==> src/psnv_pkg.sv <==
// Constants and types shared by the program-space and nonvolatile access block.
package psnv_pkg;

  // Register bus geometry.
  localparam int unsigned PSNV_AW = 3;
  localparam int unsigned PSNV_DW = 16;

  // Register word addresses.
  localparam logic [2:0] PSNV_CTRL_OFS = 3'h0;
  localparam logic [2:0] PSNV_TBLPG_OFS = 3'h1;
  localparam logic [2:0] PSNV_VISPG_OFS = 3'h2;
  localparam logic [2:0] PSNV_STAT_OFS = 3'h3;
  localparam logic [2:0] PSNV_MASK_OFS = 3'h4;

  // Fields of nv_operation_control.
  localparam int unsigned PSNV_START_BIT = 15;
  localparam int unsigned PSNV_PERMIT_BIT = 14;
  localparam int unsigned PSNV_ABORT_BIT = 13;
  localparam int unsigned PSNV_PGONLY_BIT = 12;
  localparam int unsigned PSNV_ERASE_BIT = 6;
  localparam int unsigned PSNV_OPC_MSB = 5;
  localparam logic [15:0] PSNV_CTRL_RST = 16'h0000;
  localparam logic [7:0] PSNV_PAGE_RST = 8'h00;

  // Operation codes for erase mode and the word counts they select.
  localparam logic [5:0] PSNV_OPC_ERASE8 = 6'h1A;
  localparam logic [5:0] PSNV_OPC_ERASE4 = 6'h19;
  localparam logic [5:0] PSNV_OPC_ERASE1 = 6'h18;
  localparam logic [3:0] PSNV_WORDS8 = 4'h8;
  localparam logic [3:0] PSNV_WORDS4 = 4'h4;
  localparam logic [3:0] PSNV_WORDS1 = 4'h1;
  localparam logic [3:0] PSNV_WORDS0 = 4'h0;

  // Address forming.
  localparam int unsigned PSNV_PAGE_MSB = 7;
  localparam int unsigned PSNV_EA_MSB = 15;

  // Interrupt status and mask layout.
  localparam int unsigned PSNV_IRQ_W = 2;
  localparam int unsigned PSNV_IRQ_DONE = 0;
  localparam int unsigned PSNV_IRQ_ABORT = 1;

  typedef enum logic [1:0] {
    PSNV_IDLE = 2'b01,
    PSNV_BUSY = 2'b10
  } psnv_state_e;

endpackage

==> src/psnv_top.sv <==
// Program-space table and window access path with nonvolatile cycle control.
//
// How it works
// - Table address is page above effective address.
// - Page top bit selects configuration memory.
// - Window joins visibility page with fifteen bits.
// - Window is read-only, returns low word.
// - Table reads and writes reach every byte.
// - Start bit set-only; hardware clears at end.
// - Permit bit cleared when cycle completes.
// - Reset during cycle sets abort flag.
// - Program-only skips erase; other writes erase first.
// - Erase select picks erase or write.
// - Operation code sets erase size 8/4/1.
//
// The implementer's own choices: the address map and strobed register access.
`timescale 1ns/100ps
`default_nettype none

module psnv_top (
  input wire logic clk,
  input wire logic arst_n,
  input wire logic [psnv_pkg::PSNV_AW-1:0] reg_addr,
  input wire logic [psnv_pkg::PSNV_DW-1:0] reg_wdata,
  input wire logic reg_wr,
  input wire logic reg_rd,
  output var logic [psnv_pkg::PSNV_DW-1:0] reg_rdata,
  output var logic irq,
  input wire logic tbl_rd,
  input wire logic tbl_wr,
  input wire logic tbl_upper,
  input wire logic win_rd,
  input wire logic [15:0] effective_address,
  input wire logic [15:0] core_wdata,
  output var logic [15:0] core_rdata,
  output var logic core_rvalid,
  output var logic [23:0] prog_addr,
  output var logic prog_cfg_sel,
  output var logic prog_rd,
  output var logic prog_wr,
  output var logic prog_wr_upper,
  output var logic [15:0] prog_wdata,
  input wire logic [23:0] prog_rdata,
  output var logic nv_cycle_req,
  output var logic nv_erase,
  output var logic nv_pre_erase,
  output var logic [5:0] nv_operation_code,
  output var logic [3:0] nv_erase_words,
  input wire logic nv_cycle_done,
  input wire logic master_clear_reset_n,
  input wire logic watchdog_reset
);
  import psnv_pkg::*;
  // Master clear arrives from a pin and is synchronised first.
  logic master_clear_reset_meta_q, master_clear_reset_sync_q;
  always_ff @(posedge clk or negedge arst_n) begin
    if (!arst_n) begin
      master_clear_reset_meta_q <= 1'h1;
      master_clear_reset_sync_q <= 1'h1;
    end else begin
      master_clear_reset_meta_q <= master_clear_reset_n;
      master_clear_reset_sync_q <= master_clear_reset_meta_q;
    end
  end
  logic rst_evt;
  assign rst_evt = !master_clear_reset_sync_q || watchdog_reset;
  // Control and status state.
  psnv_state_e state_q, state_d;
  logic start_q, start_d, permit_q, permit_d, abort_q, abort_d;
  logic pgonly_q, pgonly_d, erase_q, erase_d;
  logic [5:0] opc_q, opc_d;
  logic [7:0] tblpg_q, tblpg_d, vispg_q, vispg_d;
  logic [PSNV_IRQ_W-1:0] stat_q, stat_d, mask_q, mask_d, evt;
  logic [15:0] rdata_q, rdata_d;
  logic irq_q, irq_d, cyc_q, cyc_d, pre_q, pre_d;
  logic [3:0] words_q, words_d;
  logic [15:0] ctrl_view;
  logic wr_ctrl, launch, done_ok, aborted;
  assign ctrl_view = {start_q, permit_q, abort_q, pgonly_q, 5'h00, erase_q,
                      opc_q};
  assign wr_ctrl = reg_wr && (reg_addr == PSNV_CTRL_OFS);
  // A start request needs the permit already set.
  assign launch = (state_q == PSNV_IDLE) && wr_ctrl && permit_q &&
                  reg_wdata[PSNV_START_BIT];
  assign aborted = (state_q == PSNV_BUSY) && rst_evt;
  assign done_ok = (state_q == PSNV_BUSY) && nv_cycle_done && !rst_evt;
  always_comb begin
    state_d = state_q;
    start_d = start_q;
    permit_d = permit_q;
    abort_d = abort_q;
    pgonly_d = pgonly_q;
    erase_d = erase_q;
    opc_d = opc_q;
    tblpg_d = tblpg_q;
    vispg_d = vispg_q;
    mask_d = mask_q;
    cyc_d = cyc_q;
    pre_d = pre_q;
    words_d = words_q;
    evt = '0;
    // Mode fields are frozen while a cycle runs so the array sees one mode.
    if (wr_ctrl && state_q == PSNV_IDLE) begin
      permit_d = reg_wdata[PSNV_PERMIT_BIT];
      abort_d = reg_wdata[PSNV_ABORT_BIT];
      pgonly_d = reg_wdata[PSNV_PGONLY_BIT];
      erase_d = reg_wdata[PSNV_ERASE_BIT];
      opc_d = reg_wdata[PSNV_OPC_MSB:0];
    end
    if (reg_wr && reg_addr == PSNV_TBLPG_OFS) begin
      tblpg_d = reg_wdata[PSNV_PAGE_MSB:0];
    end
    if (reg_wr && reg_addr == PSNV_VISPG_OFS) begin
      vispg_d = reg_wdata[PSNV_PAGE_MSB:0];
    end
    if (reg_wr && reg_addr == PSNV_MASK_OFS) begin
      mask_d = reg_wdata[PSNV_IRQ_W-1:0];
    end
    unique case (state_q)
      PSNV_IDLE: begin
        if (launch) begin
          state_d = PSNV_BUSY;
          start_d = 1'h1;
          cyc_d = 1'h1;
          // Erase or write comes from the mode as it stands after this write.
          erase_d = reg_wdata[PSNV_ERASE_BIT];
          pre_d = !reg_wdata[PSNV_ERASE_BIT] &&
                  !reg_wdata[PSNV_PGONLY_BIT];
          unique case (reg_wdata[PSNV_OPC_MSB:0])
            PSNV_OPC_ERASE8: words_d = PSNV_WORDS8;
            PSNV_OPC_ERASE4: words_d = PSNV_WORDS4;
            PSNV_OPC_ERASE1: words_d = PSNV_WORDS1;
            default: words_d = PSNV_WORDS0;
          endcase
          if (!reg_wdata[PSNV_ERASE_BIT]) begin
            words_d = PSNV_WORDS0;
          end
        end
      end
      PSNV_BUSY: begin
        // Software writing zero to start has no effect here.
        if (aborted) begin
          state_d = PSNV_IDLE;
          start_d = 1'h0;
          permit_d = 1'h0;
          abort_d = 1'h1;
          cyc_d = 1'h0;
          evt[PSNV_IRQ_ABORT] = 1'h1;
        end else if (done_ok) begin
          state_d = PSNV_IDLE;
          start_d = 1'h0;
          permit_d = 1'h0;
          abort_d = 1'h0;
          cyc_d = 1'h0;
          evt[PSNV_IRQ_DONE] = 1'h1;
        end
      end
    endcase
    // A read clears status, but an event in the same cycle still lands.
    stat_d = ((reg_rd && reg_addr == PSNV_STAT_OFS) ? '0 : stat_q) | evt;
    irq_d = |(stat_d & mask_d);
    rdata_d = 16'h0000;
    if (reg_rd) begin
      unique case (reg_addr)
        PSNV_CTRL_OFS: rdata_d = ctrl_view;
        PSNV_TBLPG_OFS: rdata_d = {8'h00, tblpg_q};
        PSNV_VISPG_OFS: rdata_d = {8'h00, vispg_q};
        PSNV_STAT_OFS: rdata_d = {14'h0000, stat_q};
        PSNV_MASK_OFS: rdata_d = {14'h0000, mask_q};
        default: rdata_d = 16'h0000;
      endcase
    end
  end
  always_ff @(posedge clk or negedge arst_n) begin
    if (!arst_n) begin
      state_q <= PSNV_IDLE;
      {start_q, permit_q, abort_q, pgonly_q} <= PSNV_CTRL_RST[15:12];
      erase_q <= PSNV_CTRL_RST[PSNV_ERASE_BIT];
      opc_q <= PSNV_CTRL_RST[PSNV_OPC_MSB:0];
      tblpg_q <= PSNV_PAGE_RST;
      vispg_q <= PSNV_PAGE_RST;
      stat_q <= '0;
      mask_q <= '0;
      rdata_q <= 16'h0000;
      irq_q <= 1'h0;
      cyc_q <= 1'h0;
      pre_q <= 1'h0;
      words_q <= PSNV_WORDS0;
    end else begin
      state_q <= state_d;
      start_q <= start_d;
      permit_q <= permit_d;
      abort_q <= abort_d;
      pgonly_q <= pgonly_d;
      erase_q <= erase_d;
      opc_q <= opc_d;
      tblpg_q <= tblpg_d;
      vispg_q <= vispg_d;
      stat_q <= stat_d;
      mask_q <= mask_d;
      rdata_q <= rdata_d;
      irq_q <= irq_d;
      cyc_q <= cyc_d;
      pre_q <= pre_d;
      words_q <= words_d;
    end
  end
  // Access path: request, array strobe, array data, answer to the core.
  logic [23:0] pa_q, pa_d;
  logic pcfg_q, pcfg_d, prd_q, prd_d, pwr_q, pwr_d, pup_q, pup_d;
  logic [15:0] pwd_q, pwd_d, crd_q, crd_d;
  logic wsel_q, wsel_d, wait_q, wait_d, rv_q, rv_d, rsel_q;
  logic win_ok;
  // Window requests with the top address bit clear are ordinary data space.
  assign win_ok = win_rd && effective_address[PSNV_EA_MSB] && !tbl_rd &&
                  !tbl_wr;
  always_comb begin
    pa_d = pa_q;
    pcfg_d = pcfg_q;
    prd_d = 1'h0;
    pwr_d = 1'h0;
    pup_d = pup_q;
    pwd_d = pwd_q;
    wsel_d = 1'h0;
    if (tbl_rd || tbl_wr) begin
      pa_d = {tblpg_q, effective_address};
      pcfg_d = tblpg_q[PSNV_PAGE_MSB];
      prd_d = tbl_rd;
      pwr_d = tbl_wr && !tbl_rd;
      pup_d = tbl_upper;
      pwd_d = core_wdata;
      wsel_d = tbl_upper;
    end else if (win_ok) begin
      // The window never drives a write strobe into the array.
      pa_d = {1'h0, vispg_q, effective_address[PSNV_EA_MSB-1:0]};
      pcfg_d = 1'h0;
      prd_d = 1'h1;
      pup_d = 1'h0;
    end
    wait_d = prd_q;
    rv_d = wait_q;
    crd_d = crd_q;
    if (wait_q) begin
      crd_d = wsel_q ? {8'h00, prog_rdata[23:16]} :
              prog_rdata[15:0];
    end
  end
  always_ff @(posedge clk or negedge arst_n) begin
    if (!arst_n) begin
      pa_q <= 24'h000000;
      pcfg_q <= 1'h0;
      prd_q <= 1'h0;
      pwr_q <= 1'h0;
      pup_q <= 1'h0;
      pwd_q <= 16'h0000;
      rsel_q <= 1'h0;
      wsel_q <= 1'h0;
      wait_q <= 1'h0;
      rv_q <= 1'h0;
      crd_q <= 16'h0000;
    end else begin
      pa_q <= pa_d;
      pcfg_q <= pcfg_d;
      prd_q <= prd_d;
      pwr_q <= pwr_d;
      pup_q <= pup_d;
      pwd_q <= pwd_d;
      rsel_q <= wsel_d;
      wsel_q <= rsel_q;
      wait_q <= wait_d;
      rv_q <= rv_d;
      crd_q <= crd_d;
    end
  end
  assign reg_rdata = rdata_q;
  assign irq = irq_q;
  assign core_rdata = crd_q;
  assign core_rvalid = rv_q;
  assign prog_addr = pa_q;
  assign prog_cfg_sel = pcfg_q;
  assign prog_rd = prd_q;
  assign prog_wr = pwr_q;
  assign prog_wr_upper = pup_q;
  assign prog_wdata = pwd_q;
  assign nv_cycle_req = cyc_q;
  assign nv_erase = erase_q;
  assign nv_pre_erase = pre_q;
  assign nv_operation_code = opc_q;
  assign nv_erase_words = words_q;
endmodule

`default_nettype wire

==> config.mk <==
export PLATFORM = sky130hd
export DESIGN_NAME = psnv_top
export DESIGN_NICKNAME = d
export VERILOG_FILES = /design/src/psnv_pkg.sv /design/src/psnv_top.sv
export SDC_FILE = /design/constraint.sdc
export NUM_CORES = 1
export LEC_CHECK = 0
export BUFFER_PORTS_ARGS = -buffer_cell sky130_fd_sc_hd__buf_4
export CAP_MARGIN = 20
export CORE_ASPECT_RATIO = 0.9
export CORE_MARGIN = 2
export CORE_UTILIZATION = 50
export CTS_CLUSTER_SIZE = 12
export DETAILED_ROUTE_END_ITERATION = 8
export HOLD_SLACK_MARGIN = 0.02
export PLACE_DENSITY_LB_ADDON = 0.25
export SLEW_MARGIN = 20
export SYNTH_ARGS = -nofsm -noshare
export SYNTH_HDL_FRONTEND = slang
export SYNTH_SLANG_ARGS = --single-unit
==> constraint.sdc <==
create_clock -name clk -period 3.5 [get_ports clk]
set_input_delay 0.35 -clock clk [delete_from_list [all_inputs] [get_ports clk]]
set_output_delay 0.35 -clock clk [all_outputs]
set_load 0.01 [all_outputs]
==> impl_metrics.py, run 1 <==
metrics = {
    "global_route": {
        "use_met3_pct": 5.08,
        "antenna_found_initial": 0,
        "grt_max_degree": 61,
        "grt_overflow": 0,
        "grt_usage_pct": 22.8,
        "grt_busiest_layer": "met2",
        "grt_pass1_vias": 3485,
        "use_met2_pct": 38.4,
        "met1_usage_pct": 29.5,
        "grt_pass1_wl_microns": 17500,
    },
    "detailed_routing": {
        "routed_wl_microns": 11100,
        "avgRoutedWirePerCell_microns": 16.6,
        "via_count": 3449,
        "ant_nets": 0,
        "initialDrtViolationCount": 165,
        "dr.pass1.iters": 4,
        "routed_via_density": 5.16,
        "drc_errors": 0,
    },
    "die": {
        "fp.dieW_microns": 106,
        "io_pins": 177,
        "dieHeight_microns": 95.8,
        "start_util_pct": 51.3,
        "num_rows": 33,
        "dieArea_sq_um": 10200,
        "core_sq_um": 9130,
    },
    "place": {
        "dp_cells": 634,
        "numPortBuffers": 167,
        "routabilityCongestion": 0.770,
        "dp_hpwl_microns": 7680,
    },
    "clock_tree": {
        "cts_sinks": 114,
        "cts_buffer_depth": 2,
        "cts-root-buf": "clkbuf_8",
        "cts_resized": 0,
        "htree_levels": 4,
        "insertion_delay_ps": 490,
        "path_clk_slew_ps": 50,
        "cts_buffers": 17,
        "cts_setup_buffers": 0,
        "cts_tree": "yes",
    },
    "setup_path": {
        "arrival_ps": 2410,
        "crit_path_start_kind": "register",
        "critical_path_class": "register to register",
        "endpoint_kind": "register",
        "crit_fanout": 8,
        "required_ps": 3870,
    },
    "status": {
        "run_status": "completed",
    },
    "timing": {
        "setup_viol": 0,
        "finalMaxSlewViolations": 0,
        "setup_tns_ps": 0,
        "worstMarginPinSlew_ps": 872,
        "fmax_mhz": 491,
        "hold_viol_final": 0,
        "rsz0062_at_grt": "no",
        "min_period_ps": 2040,
        "slew_headroom_pct": 41.9,
        "fin_crit_sh_pct": 58.2,
        "fin_worst_skew_ps": 7.44,
    },
    "power_and_ir_drop": {
        "swShare_pct": 25.9,
        "power.internal_mw": 2.97,
        "vdd_drop_max_v": 0.000494,
        "pwr-share-seq_pct": 42.2,
        "p_comb_share_pct": 18.7,
        "p_leak_nw": 3.17,
        "clkPwrFrac_pct": 39.0,
        "power.density_nw_per_um2": 608,
        "power.switching_mw": 1.04,
    },
    "final_layout": {
        "nFillCells": 674,
        "final_cell_mix": "buf_4, dfrtp_1, mux2_2",
        "final_core_util_pct": 72.3,
        "syn2layout_area_growth_pct": 40.8,
        "nets": 619,
        "drive_gt1_share_pct": 50.0,
        "fin_cells": 668,
        "diodes": 0,
        "layout_commonest_cell": "buf_4",
    },
    "synth": {
        "synthCells": 359,
        "synth-edff-count": 0,
        "ys_seq_area_share_pct": 61.0,
        "syn_area_per_cell_sq_um": 13.0,
        "ys_seq_elements": 114,
        "yosys_most_used_dff": "dfrtp_1",
        "synthesis.area_sq_um": 4680,
        "yosysUniqueCellTypes": 43,
        "ys_warn_count": 0,
        "async_flop_share_pct": 100,
    },
    "job": {
        "cap_viol_max_count": 0,
    },
    "worst_hold_path": {
        "hold_class": "input port to register",
    },
}
## Yosys cell counts, types with 6 or more instances
library cell,count,area (sq um)
dfrtp_1,111,2780
mux2_2,64,721
a21oi_1,25,125
mux2i_1,18,180
nor2_1,17,63.8
nand2_1,16,60.1
inv_1,14,52.6
o21ai_0,12,60.1
nand3b_1,9,67.6
clkbuf_1,8,30.0
buf_4,7,52.6
nor2b_1,6,37.5
## power by group through the flow
stage / clock, mW / sequential, mW / combinational, mW
floorplan: 0 / 1.72 / 0.328
global placement: 0 / 1.70 / 0.735
detailed placement: 0 / 1.71 / 0.754
CTS: 1.60 / 1.69 / 0.761
global route: 1.66 / 1.72 / 0.821
finish: 1.57 / 1.69 / 0.752
## critical path, stage by stage (launching register included)
cell,delay (ps)
dfstp_2,550
nor4b_1,520
nand2_1,450
mux2_2,400
## flip-flops by register name, indices dropped and copies added, names as in the netlist, 2 cells and up
register / flops
stat_q: 2
nv_operation_code: 6
state_q: 2
core_rdata: 16
prog_wdata: 16
mask_q: 2
nv_erase_words: 3
vispg_q: 8
reg_rdata: 12
tblpg_q: 8
prog_addr: 24
## metal layers
metal	wire length (microns)	vias to the layer above
met4	146	0
met3	582	12
met1	4710	1721
met2	5620	123
li1	-	1593
met5	0	-
## final timing paths
path                            cells past startpoint  slack, ps                    to  startpoint
worst min-delay path                                2         50               prog_wr      tbl_rd
worst max register to register                      3       1460  nv_operation_code[2]  state_q[0]
max in group asynchronous                           3       2240            state_q[0]      arst_n
min in group asynchronous                           2        450         core_rdata[7]      arst_n
worst min register to register                      0        350                wsel_q      rsel_q
worst max-delay path                                3       1460  nv_operation_code[2]  state_q[0]
## layout make-up
cell class,instances,area (sq um),share of cell area (%)
clock buffers,26,488,7.40
clock inverters,6,57.6,0.872
inverters,15,56.3,0.853
multi-input cells,214,1690,25.5
flip-flops and latches,114,2860,43.3
well taps,122,153,2.31
repair buffers,171,1300,19.7
## timing repair
action / in CTS / in global routing
hold buffers: 2 / 0
setup endpoints to repair: 0 / 0
hold endpoints to repair: 60 / 0
## metrics by stage
step / power, mW / cell area, sq um / hold WS [ps] / setup WS [ps]
after global routing: 4.20 / 6600 / 27.0 / 1420
after CTS: 4.05 / 6600 / 27.2 / 1540
after floorplan: 2.05 / 4700 / 54.4 / 1750
after detailed placement: 2.46 / 6030 / 347 / 1510
final: 4.01 / 6600 / 50.1 / 1460
after global placement: 2.43 / 6030 / 337 / 1570
## kinds of logic (layout without fill, tap and decap cells)
group                  count (synthesis)  in the layout  synth area share (%)
AND/OR/NAND/NOR                       77             77                  9.78
buffers and inverters                 35            218                  3.47
other                                  1              5                0.0801
multiplexers                          83             83                  19.7
AO/OA/AOI/OAI                         49             49                  5.98
flip-flops                           114            114                  61.0
No activity file was read; power rests on OpenSTA's default activity.
==> run 2: changes to the inputs <==
--- a/config.mk
+++ b/config.mk
@@ -5,11 +5,12 @@
 export SDC_FILE = /design/constraint.sdc
 export NUM_CORES = 1
 export LEC_CHECK = 0
+export ABC_AREA = 1
 export BUFFER_PORTS_ARGS = -buffer_cell sky130_fd_sc_hd__buf_4
 export CAP_MARGIN = 20
 export CORE_ASPECT_RATIO = 0.9
 export CORE_MARGIN = 2
-export CORE_UTILIZATION = 50
+export CORE_UTILIZATION = 49
 export CTS_CLUSTER_SIZE = 12
 export DETAILED_ROUTE_END_ITERATION = 8
 export HOLD_SLACK_MARGIN = 0.02
==> constraint.sdc (replaced) <==
create_clock -name clk -period 1.98 [get_ports clk]
set_input_delay 0.198 -clock clk [delete_from_list [all_inputs] [get_ports clk]]
set_output_delay 0.198 -clock clk [all_outputs]
set_load 0.01 [all_outputs]
==> run 2 against run 1 <==
Against the previous run:
- clock-buffer cell count is 7 lower
- register-to-register slack worse by 1400 ps
- routed wire length up 33%
- flip-flop and latch count stayed put
- largest power group is now clock
- global-route usage rose by 5.5 points
- sequential power increased by 76%
- design area rose by 13%
- fmax increased by 7.4%
- critical endpoint is now core_rdata[2]
- highest routed layer unchanged
- largest cell class unchanged
==> impl_metrics.py, run 2 <==
metrics = {
    "clock_tree": {
        "cts_sinks": 114,
        "cts_buffers": 17,
        "insertion_delay_ps": 510,
        "cts_buffer_depth": 2,
        "htree_levels": 4,
        "cts_tree": "yes",
        "cts-root-buf": "clkbuf_8",
        "path_clk_slew_ps": 60,
    },
    "synth": {
        "synth_area_leader_cell": "dfrtp_1",
        "yosys_most_used_dff": "dfrtp_1",
        "ys_seq_area_share_pct": 60.6,
        "syn_area_per_cell_sq_um": 8.92,
        "synth_commonest_cells": "nand2_1, dfrtp_1, nor2_1, inv_1, nand3_1",
        "ys_warn_count": 0,
        "yosysUniqueCellTypes": 28,
        "synthesis.area_sq_um": 4710,
        "async_flop_share_pct": 100,
        "synthTopCellsByArea": "dfrtp_1, nand2_1, nor2_1",
        "synth_top_cell_area_share_pct": 59.0,
        "synth-edff-count": 0,
        "ys_seq_elements": 114,
        "yosysMostFrequentCell": "nand2_1",
        "synthCells": 528,
    },
    "timing": {
        "fin_crit_sh_pct": 95.8,
        "fmax_mhz": 527,
        "worstMarginPinSlew_ps": 546,
        "min_period_ps": 1900,
        "hold_viol_final": 0,
        "setup_viol": 0,
        "slew_headroom_pct": 63.4,
        "holdWs_ps": 42.5,
        "fin_ws_ps": 83.2,
        "rsz0062_at_grt": "no",
        "fin_worst_skew_ps": 6.75,
        "finalMaxSlewViolations": 0,
        "setup_tns_ps": 0,
    },
    "worst_hold_path": {
        "whs_path_depth": 5,
        "hold_class": "input port to register",
    },
    "power_and_ir_drop": {
        "p_comb_share_pct": 19.5,
        "power.internal_mw": 5.52,
        "clkPwrFrac_pct": 41.3,
        "p_leak_nw": 3.90,
        "pwr-share-seq_pct": 39.2,
        "power.density_nw_per_um2": 1020,
        "vdd_drop_max_v": 0.000724,
        "total_power_mw": 7.61,
        "power.switching_mw": 2.08,
        "swShare_pct": 27.4,
    },
    "setup_path": {
        "rr_worst_depth": 4,
        "arrival_ps": 2280,
        "crit_fanout": 10,
        "critical_path_class": "register to register",
        "crit_path_start_kind": "register",
        "required_ps": 2360,
        "endpoint_kind": "register",
    },
    "final_layout": {
        "fin_cells": 911,
        "largest_register_ffs": 24,
        "final_cell_mix": "nand2_1, buf_4, dfrtp_1",
        "nets": 862,
        "final_cell_area_sq_um": 7430,
        "final_core_util_pct": 80.3,
        "nFillCells": 556,
        "diodes": 0,
        "layout_commonest_cell": "nand2_1",
        "drive_gt1_share_pct": 29.0,
        "syn2layout_area_growth_pct": 57.7,
    },
    "place": {
        "numPortBuffers": 167,
        "placed_cell_area_sq_um": 6050,
        "routabilityCongestion": 0.808,
        "dp_cells": 803,
        "dp_slack_ps": 405,
        "dp_hpwl_microns": 8480,
    },
    "detailed_routing": {
        "routed_wl_microns": 14700,
        "drc_errors": 0,
        "via_count": 4598,
        "initialDrtViolationCount": 387,
        "avgRoutedWirePerCell_microns": 16.2,
        "ant_nets": 0,
        "routed_via_density": 5.05,
        "dr.pass1.iters": 5,
    },
    "global_route": {
        "grt_overflow": 0,
        "grt_max_degree": 73,
        "grt_pass1_wl_microns": 22900,
        "grt_pass1_vias": 4625,
        "antenna_found_initial": 0,
        "grt_usage_pct": 28.3,
    },
    "die": {
        "dieArea_sq_um": 10400,
        "fp.dieW_microns": 107,
        "io_pins": 177,
        "start_util_pct": 50.9,
        "num_rows": 33,
        "core_sq_um": 9250,
        "dieHeight_microns": 97.0,
    },
    "job": {
        "cap_viol_max_count": 0,
    },
    "status": {
        "run_status": "completed",
    },
}
run 2: cell types whose count changed in the layout (fill, tap and decap cells not counted), sizes merged, moves of 6 or more:
cell and delta:
mux2 -64, nand2 +184, mux2i -18, clkbuf -7
nor2 +34, nand3b -9, inv +27, a31oi +8
dlygate4sd3 +72, nor2b -6, o21ai +24, nand3 +30
a21oi -24
run 2: what timing repair did:
action | in CTS | in global routing
endpoints found under the hold margin | 191 | 0
resized for setup | 0 | 1
hold buffers | 74 | 0
endpoints found under the setup margin | 0 | 5
buffers inserted | 0 | 2
run 2: metal layers:
layer  up-vias  global-route usage, %  routed length (microns)
li1       2152                      -                        -
met5         -                      0                        0
met2       212                   47.9                     7440
met4         0                   10.9                      506
met3        50                   8.56                     1050
met1      2184                   34.0                     5730
run 2: kinds of logic (layout without fill, tap and decap cells):
| family | after synthesis | count (layout) | synth area share, % |
|---|---|---|---|
| and+or+nand+nor | 293 | 293 | 25.9 |
| DFF | 114 | 114 | 60.6 |
| buffers and inverters | 66 | 323 | 6.51 |
| AOI/OAI and AO/OA | 54 | 54 | 6.91 |
| other | 1 | 5 | 0.0796 |
run 2: worst max-delay path, stage by stage (launching register included):
cell and delay [ps]:
dfrtp_1 600, clkinvlp_4 320, nand2_1 180, a31oi_1 90, dlygate4sd3_1 580
run 2: power by group through the flow:
stage	Sequential (mW)	Combinational, mW	Clock [mW]
after floorplan	3.05	0.512	0
after global placement	2.98	1.26	0
after detailed placement	3.00	1.29	0
after CTS	2.96	1.45	3.17
after global routing	3.02	1.64	3.28
final	2.98	1.49	3.14
run 2: area by class of cell:
cell class                      instances  area [sq um]  area share (%)
Sequential cell                       114          2860            38.5
Timing Repair Buffer                  248          2070            27.9
Multi-Input combinational cell        352          1560            21.0
Clock buffer                           19           432            5.81
Clock inverter                         13           184            2.48
Inverter                               43           168            2.26
Tap cell                              122           153            2.06
run 2: final timing paths:
| path | start | end | slack, ps |
|---|---|---|---|
| setup / recovery | wsel_q | core_rdata[2] | 80 |
| hold / removal | nv_cycle_done | state_q[0] | 40 |
| setup reg to reg | wsel_q | core_rdata[2] | 80 |
| hold reg to reg | rsel_q | wsel_q | 350 |
| max in group asynchronous | arst_n | prog_wr_upper | 1390 |
| min in group asynchronous | arst_n | core_rdata[14] | 230 |
==> run 3: changes to the inputs <==
--- a/config.mk
+++ b/config.mk
@@ -8,7 +8,6 @@
 export ABC_AREA = 1
 export BUFFER_PORTS_ARGS = -buffer_cell sky130_fd_sc_hd__buf_4
 export CAP_MARGIN = 20
-export CORE_ASPECT_RATIO = 0.9
 export CORE_MARGIN = 2
 export CORE_UTILIZATION = 49
 export CTS_CLUSTER_SIZE = 12
==> run 3 against run 2 <==
Against the previous run:
- worst setup slack gained 6.1 ps
- power shrank 3.0%
- clock skew shrank 0.84 ps
- via count down 1.8%
- critical endpoint unchanged
- sequential share of layout area rose by 0.20 points
==> impl_metrics.py, run 3 (synthesis results as in run 2) <==
metrics = {
    "worst_hold_path": {
        "worstHoldStart": "reg_wdata[15]",
        "whs_path_depth": 4,
        "min_to": "state_q[0]",
        "hold_class": "input port to register",
    },
    "timing": {
        "rsz0062_at_grt": "no",
        "slew_headroom_pct": 65.3,
        "hold_viol_final": 0,
        "setup_tns_ps": 0,
        "worstMarginPinSlew_ps": 521,
        "finalMaxSlewViolations": 0,
        "fmax_mhz": 529,
        "setup_viol": 0,
        "fin_worst_skew_ps": 5.91,
        "fin_crit_sh_pct": 95.5,
        "min_period_ps": 1890,
    },
    "die": {
        "core_sq_um": 9280,
        "dieArea_sq_um": 10400,
        "num_rows": 35,
        "io_pins": 177,
        "start_util_pct": 50.7,
        "fp.dieW_microns": 102,
        "dieHeight_microns": 102,
    },
    "detailed_routing": {
        "drc_errors": 0,
        "routed_wl_microns": 13700,
        "initialDrtViolationCount": 315,
        "via_count": 4517,
        "ant_nets": 0,
        "avgRoutedWirePerCell_microns": 14.9,
        "routed_via_density": 4.92,
        "dr.pass1.iters": 7,
    },
    "global_route": {
        "grt_usage_pct": 26.8,
        "grt_overflow": 0,
        "use_met3_pct": 7.59,
        "met1_usage_pct": 32.9,
        "antenna_found_initial": 0,
        "grt_busiest_layer": "met2",
        "grt_pass1_wl_microns": 21500,
        "grt_pass1_vias": 4492,
        "grt_max_degree": 47,
        "use_met2_pct": 46.3,
    },
    "final_layout": {
        "final_cell_area_sq_um": 7390,
        "final_cell_mix": "nand2_1, buf_4, dfrtp_1",
        "nFillCells": 545,
        "largest_register_ffs": 24,
        "diodes": 0,
        "drive_gt1_share_pct": 28.8,
        "syn2layout_area_growth_pct": 56.9,
        "multiInputGateArea_sq_um": 1560,
        "seq_area_sq_um": 2860,
        "nets": 862,
        "layout_commonest_cell": "nand2_1",
        "fin_cells": 918,
    },
    "setup_path": {
        "slowest_delay_ps": 580,
        "r2r-end": "core_rdata[2]",
        "crit_fanout": 16,
        "cp_top_family": "buffers and inverters",
        "arrival_ps": 2330,
        "r2r-start": "wsel_q",
        "critical_path_class": "register to register",
        "cp.buffers_inverters": 2,
        "crit_path_start_kind": "register",
        "rr_worst_depth": 4,
        "endpoint_kind": "register",
        "crit_chain": "inv_1 > nand2_1 > a31oi_1 > dlygate4sd3_1",
        "slowest_stage": "dlygate4sd3_1",
        "regToRegSetupSlack_ps": 90,
        "required_ps": 2420,
    },
    "clock_tree": {
        "cts_tree": "yes",
        "path_clk_slew_ps": 50,
        "cts.hold.buffers_added": 74,
        "insertion_delay_ps": 510,
        "cts_setup_buffers": 0,
        "cts_buffers": 17,
        "cts_resized": 0,
        "cts-root-buf": "clkbuf_8",
        "cts_sinks": 114,
        "cts_buffer_depth": 2,
        "htree_levels": 4,
    },
    "power_and_ir_drop": {
        "vdd_drop_max_v": 0.000813,
        "p_leak_nw": 3.88,
        "power.density_nw_per_um2": 998,
        "total_power_mw": 7.38,
    },
    "place": {
        "numPortBuffers": 167,
        "dp_hpwl_microns": 8650,
        "placed_cell_area_sq_um": 6060,
        "routabilityCongestion": 0.825,
        "dp_cells": 812,
    },
    "status": {
        "run_status": "completed",
    },
    "job": {
        "cap_viol_max_count": 0,
    },
}
run 3: cell types whose count changed in the layout (fill, tap and decap cells not counted), sizes merged:
cell | before | now
clkinvlp | 4 | 5
clkinv | 7 | 6
inv | 41 | 42
bufinv | 4 | 3
run 3: layout make-up:
class	instances	area share, %
inverter	43	2.22
timing repair buffer	248	27.9
tap	129	2.18
clock buffer	19	5.71
clock inverter	13	2.22
sequential	114	38.7
multi-input combinational	352	21.1
run 3: report_power, final:
| group | total [mW] | switching (mW) | internal, mW |
|---|---|---|---|
| logic | 1.45 | 0.724 | 0.727 |
| clock network | 2.96 | 1.04 | 1.91 |
| registers | 2.97 | 0.265 | 2.70 |
run 3: worst reg2reg max path, delay by kind of cell (launching register included):
family                 cells  cell delay [ps]
AO/OA/AOI/OAI              1              200
AND/OR/NAND/NOR            1              130
buffers and inverters      2              980
flip-flops                 1              510
run 3: routing by layer:
metal,routed length [microns],share of wire [%],up-vias
met5,0,0,-
met4,259,1.9,0
met3,971,7.1,27
met2,6900,50,205
met1,5550,41,2134
li1,-,-,2151
run 3: stage by stage:
| stage | util (%) | worst slack, ps | hold WS (ps) |
|---|---|---|---|
| 6_report | 79.6 | 89.3 | 39.9 |
| 3_5_place_dp | 65.3 | 456 | 205 |
| 2_1_floorplan | - | 780 | -97.6 |
| 5_1_grt | 79.6 | 23.0 | 36.7 |
| 4_1_cts | 79.6 | 230 | 22.6 |
| 3_3_place_gp | 65.3 | 439 | 207 |
run 3: how the worst max path moves through the flow:
stage               startpoint            end  slack (ps)  depth (start not counted)
finish                  wsel_q  core_rdata[2]          90                          4
global route            wsel_q  core_rdata[2]          20                          4
CTS                     wsel_q  core_rdata[6]         230                          4
detailed placement      tbl_rd  prog_addr[23]         460                          5
global placement        tbl_rd  prog_addr[23]         440                          5
floorplan               wsel_q  core_rdata[3]         780                          5
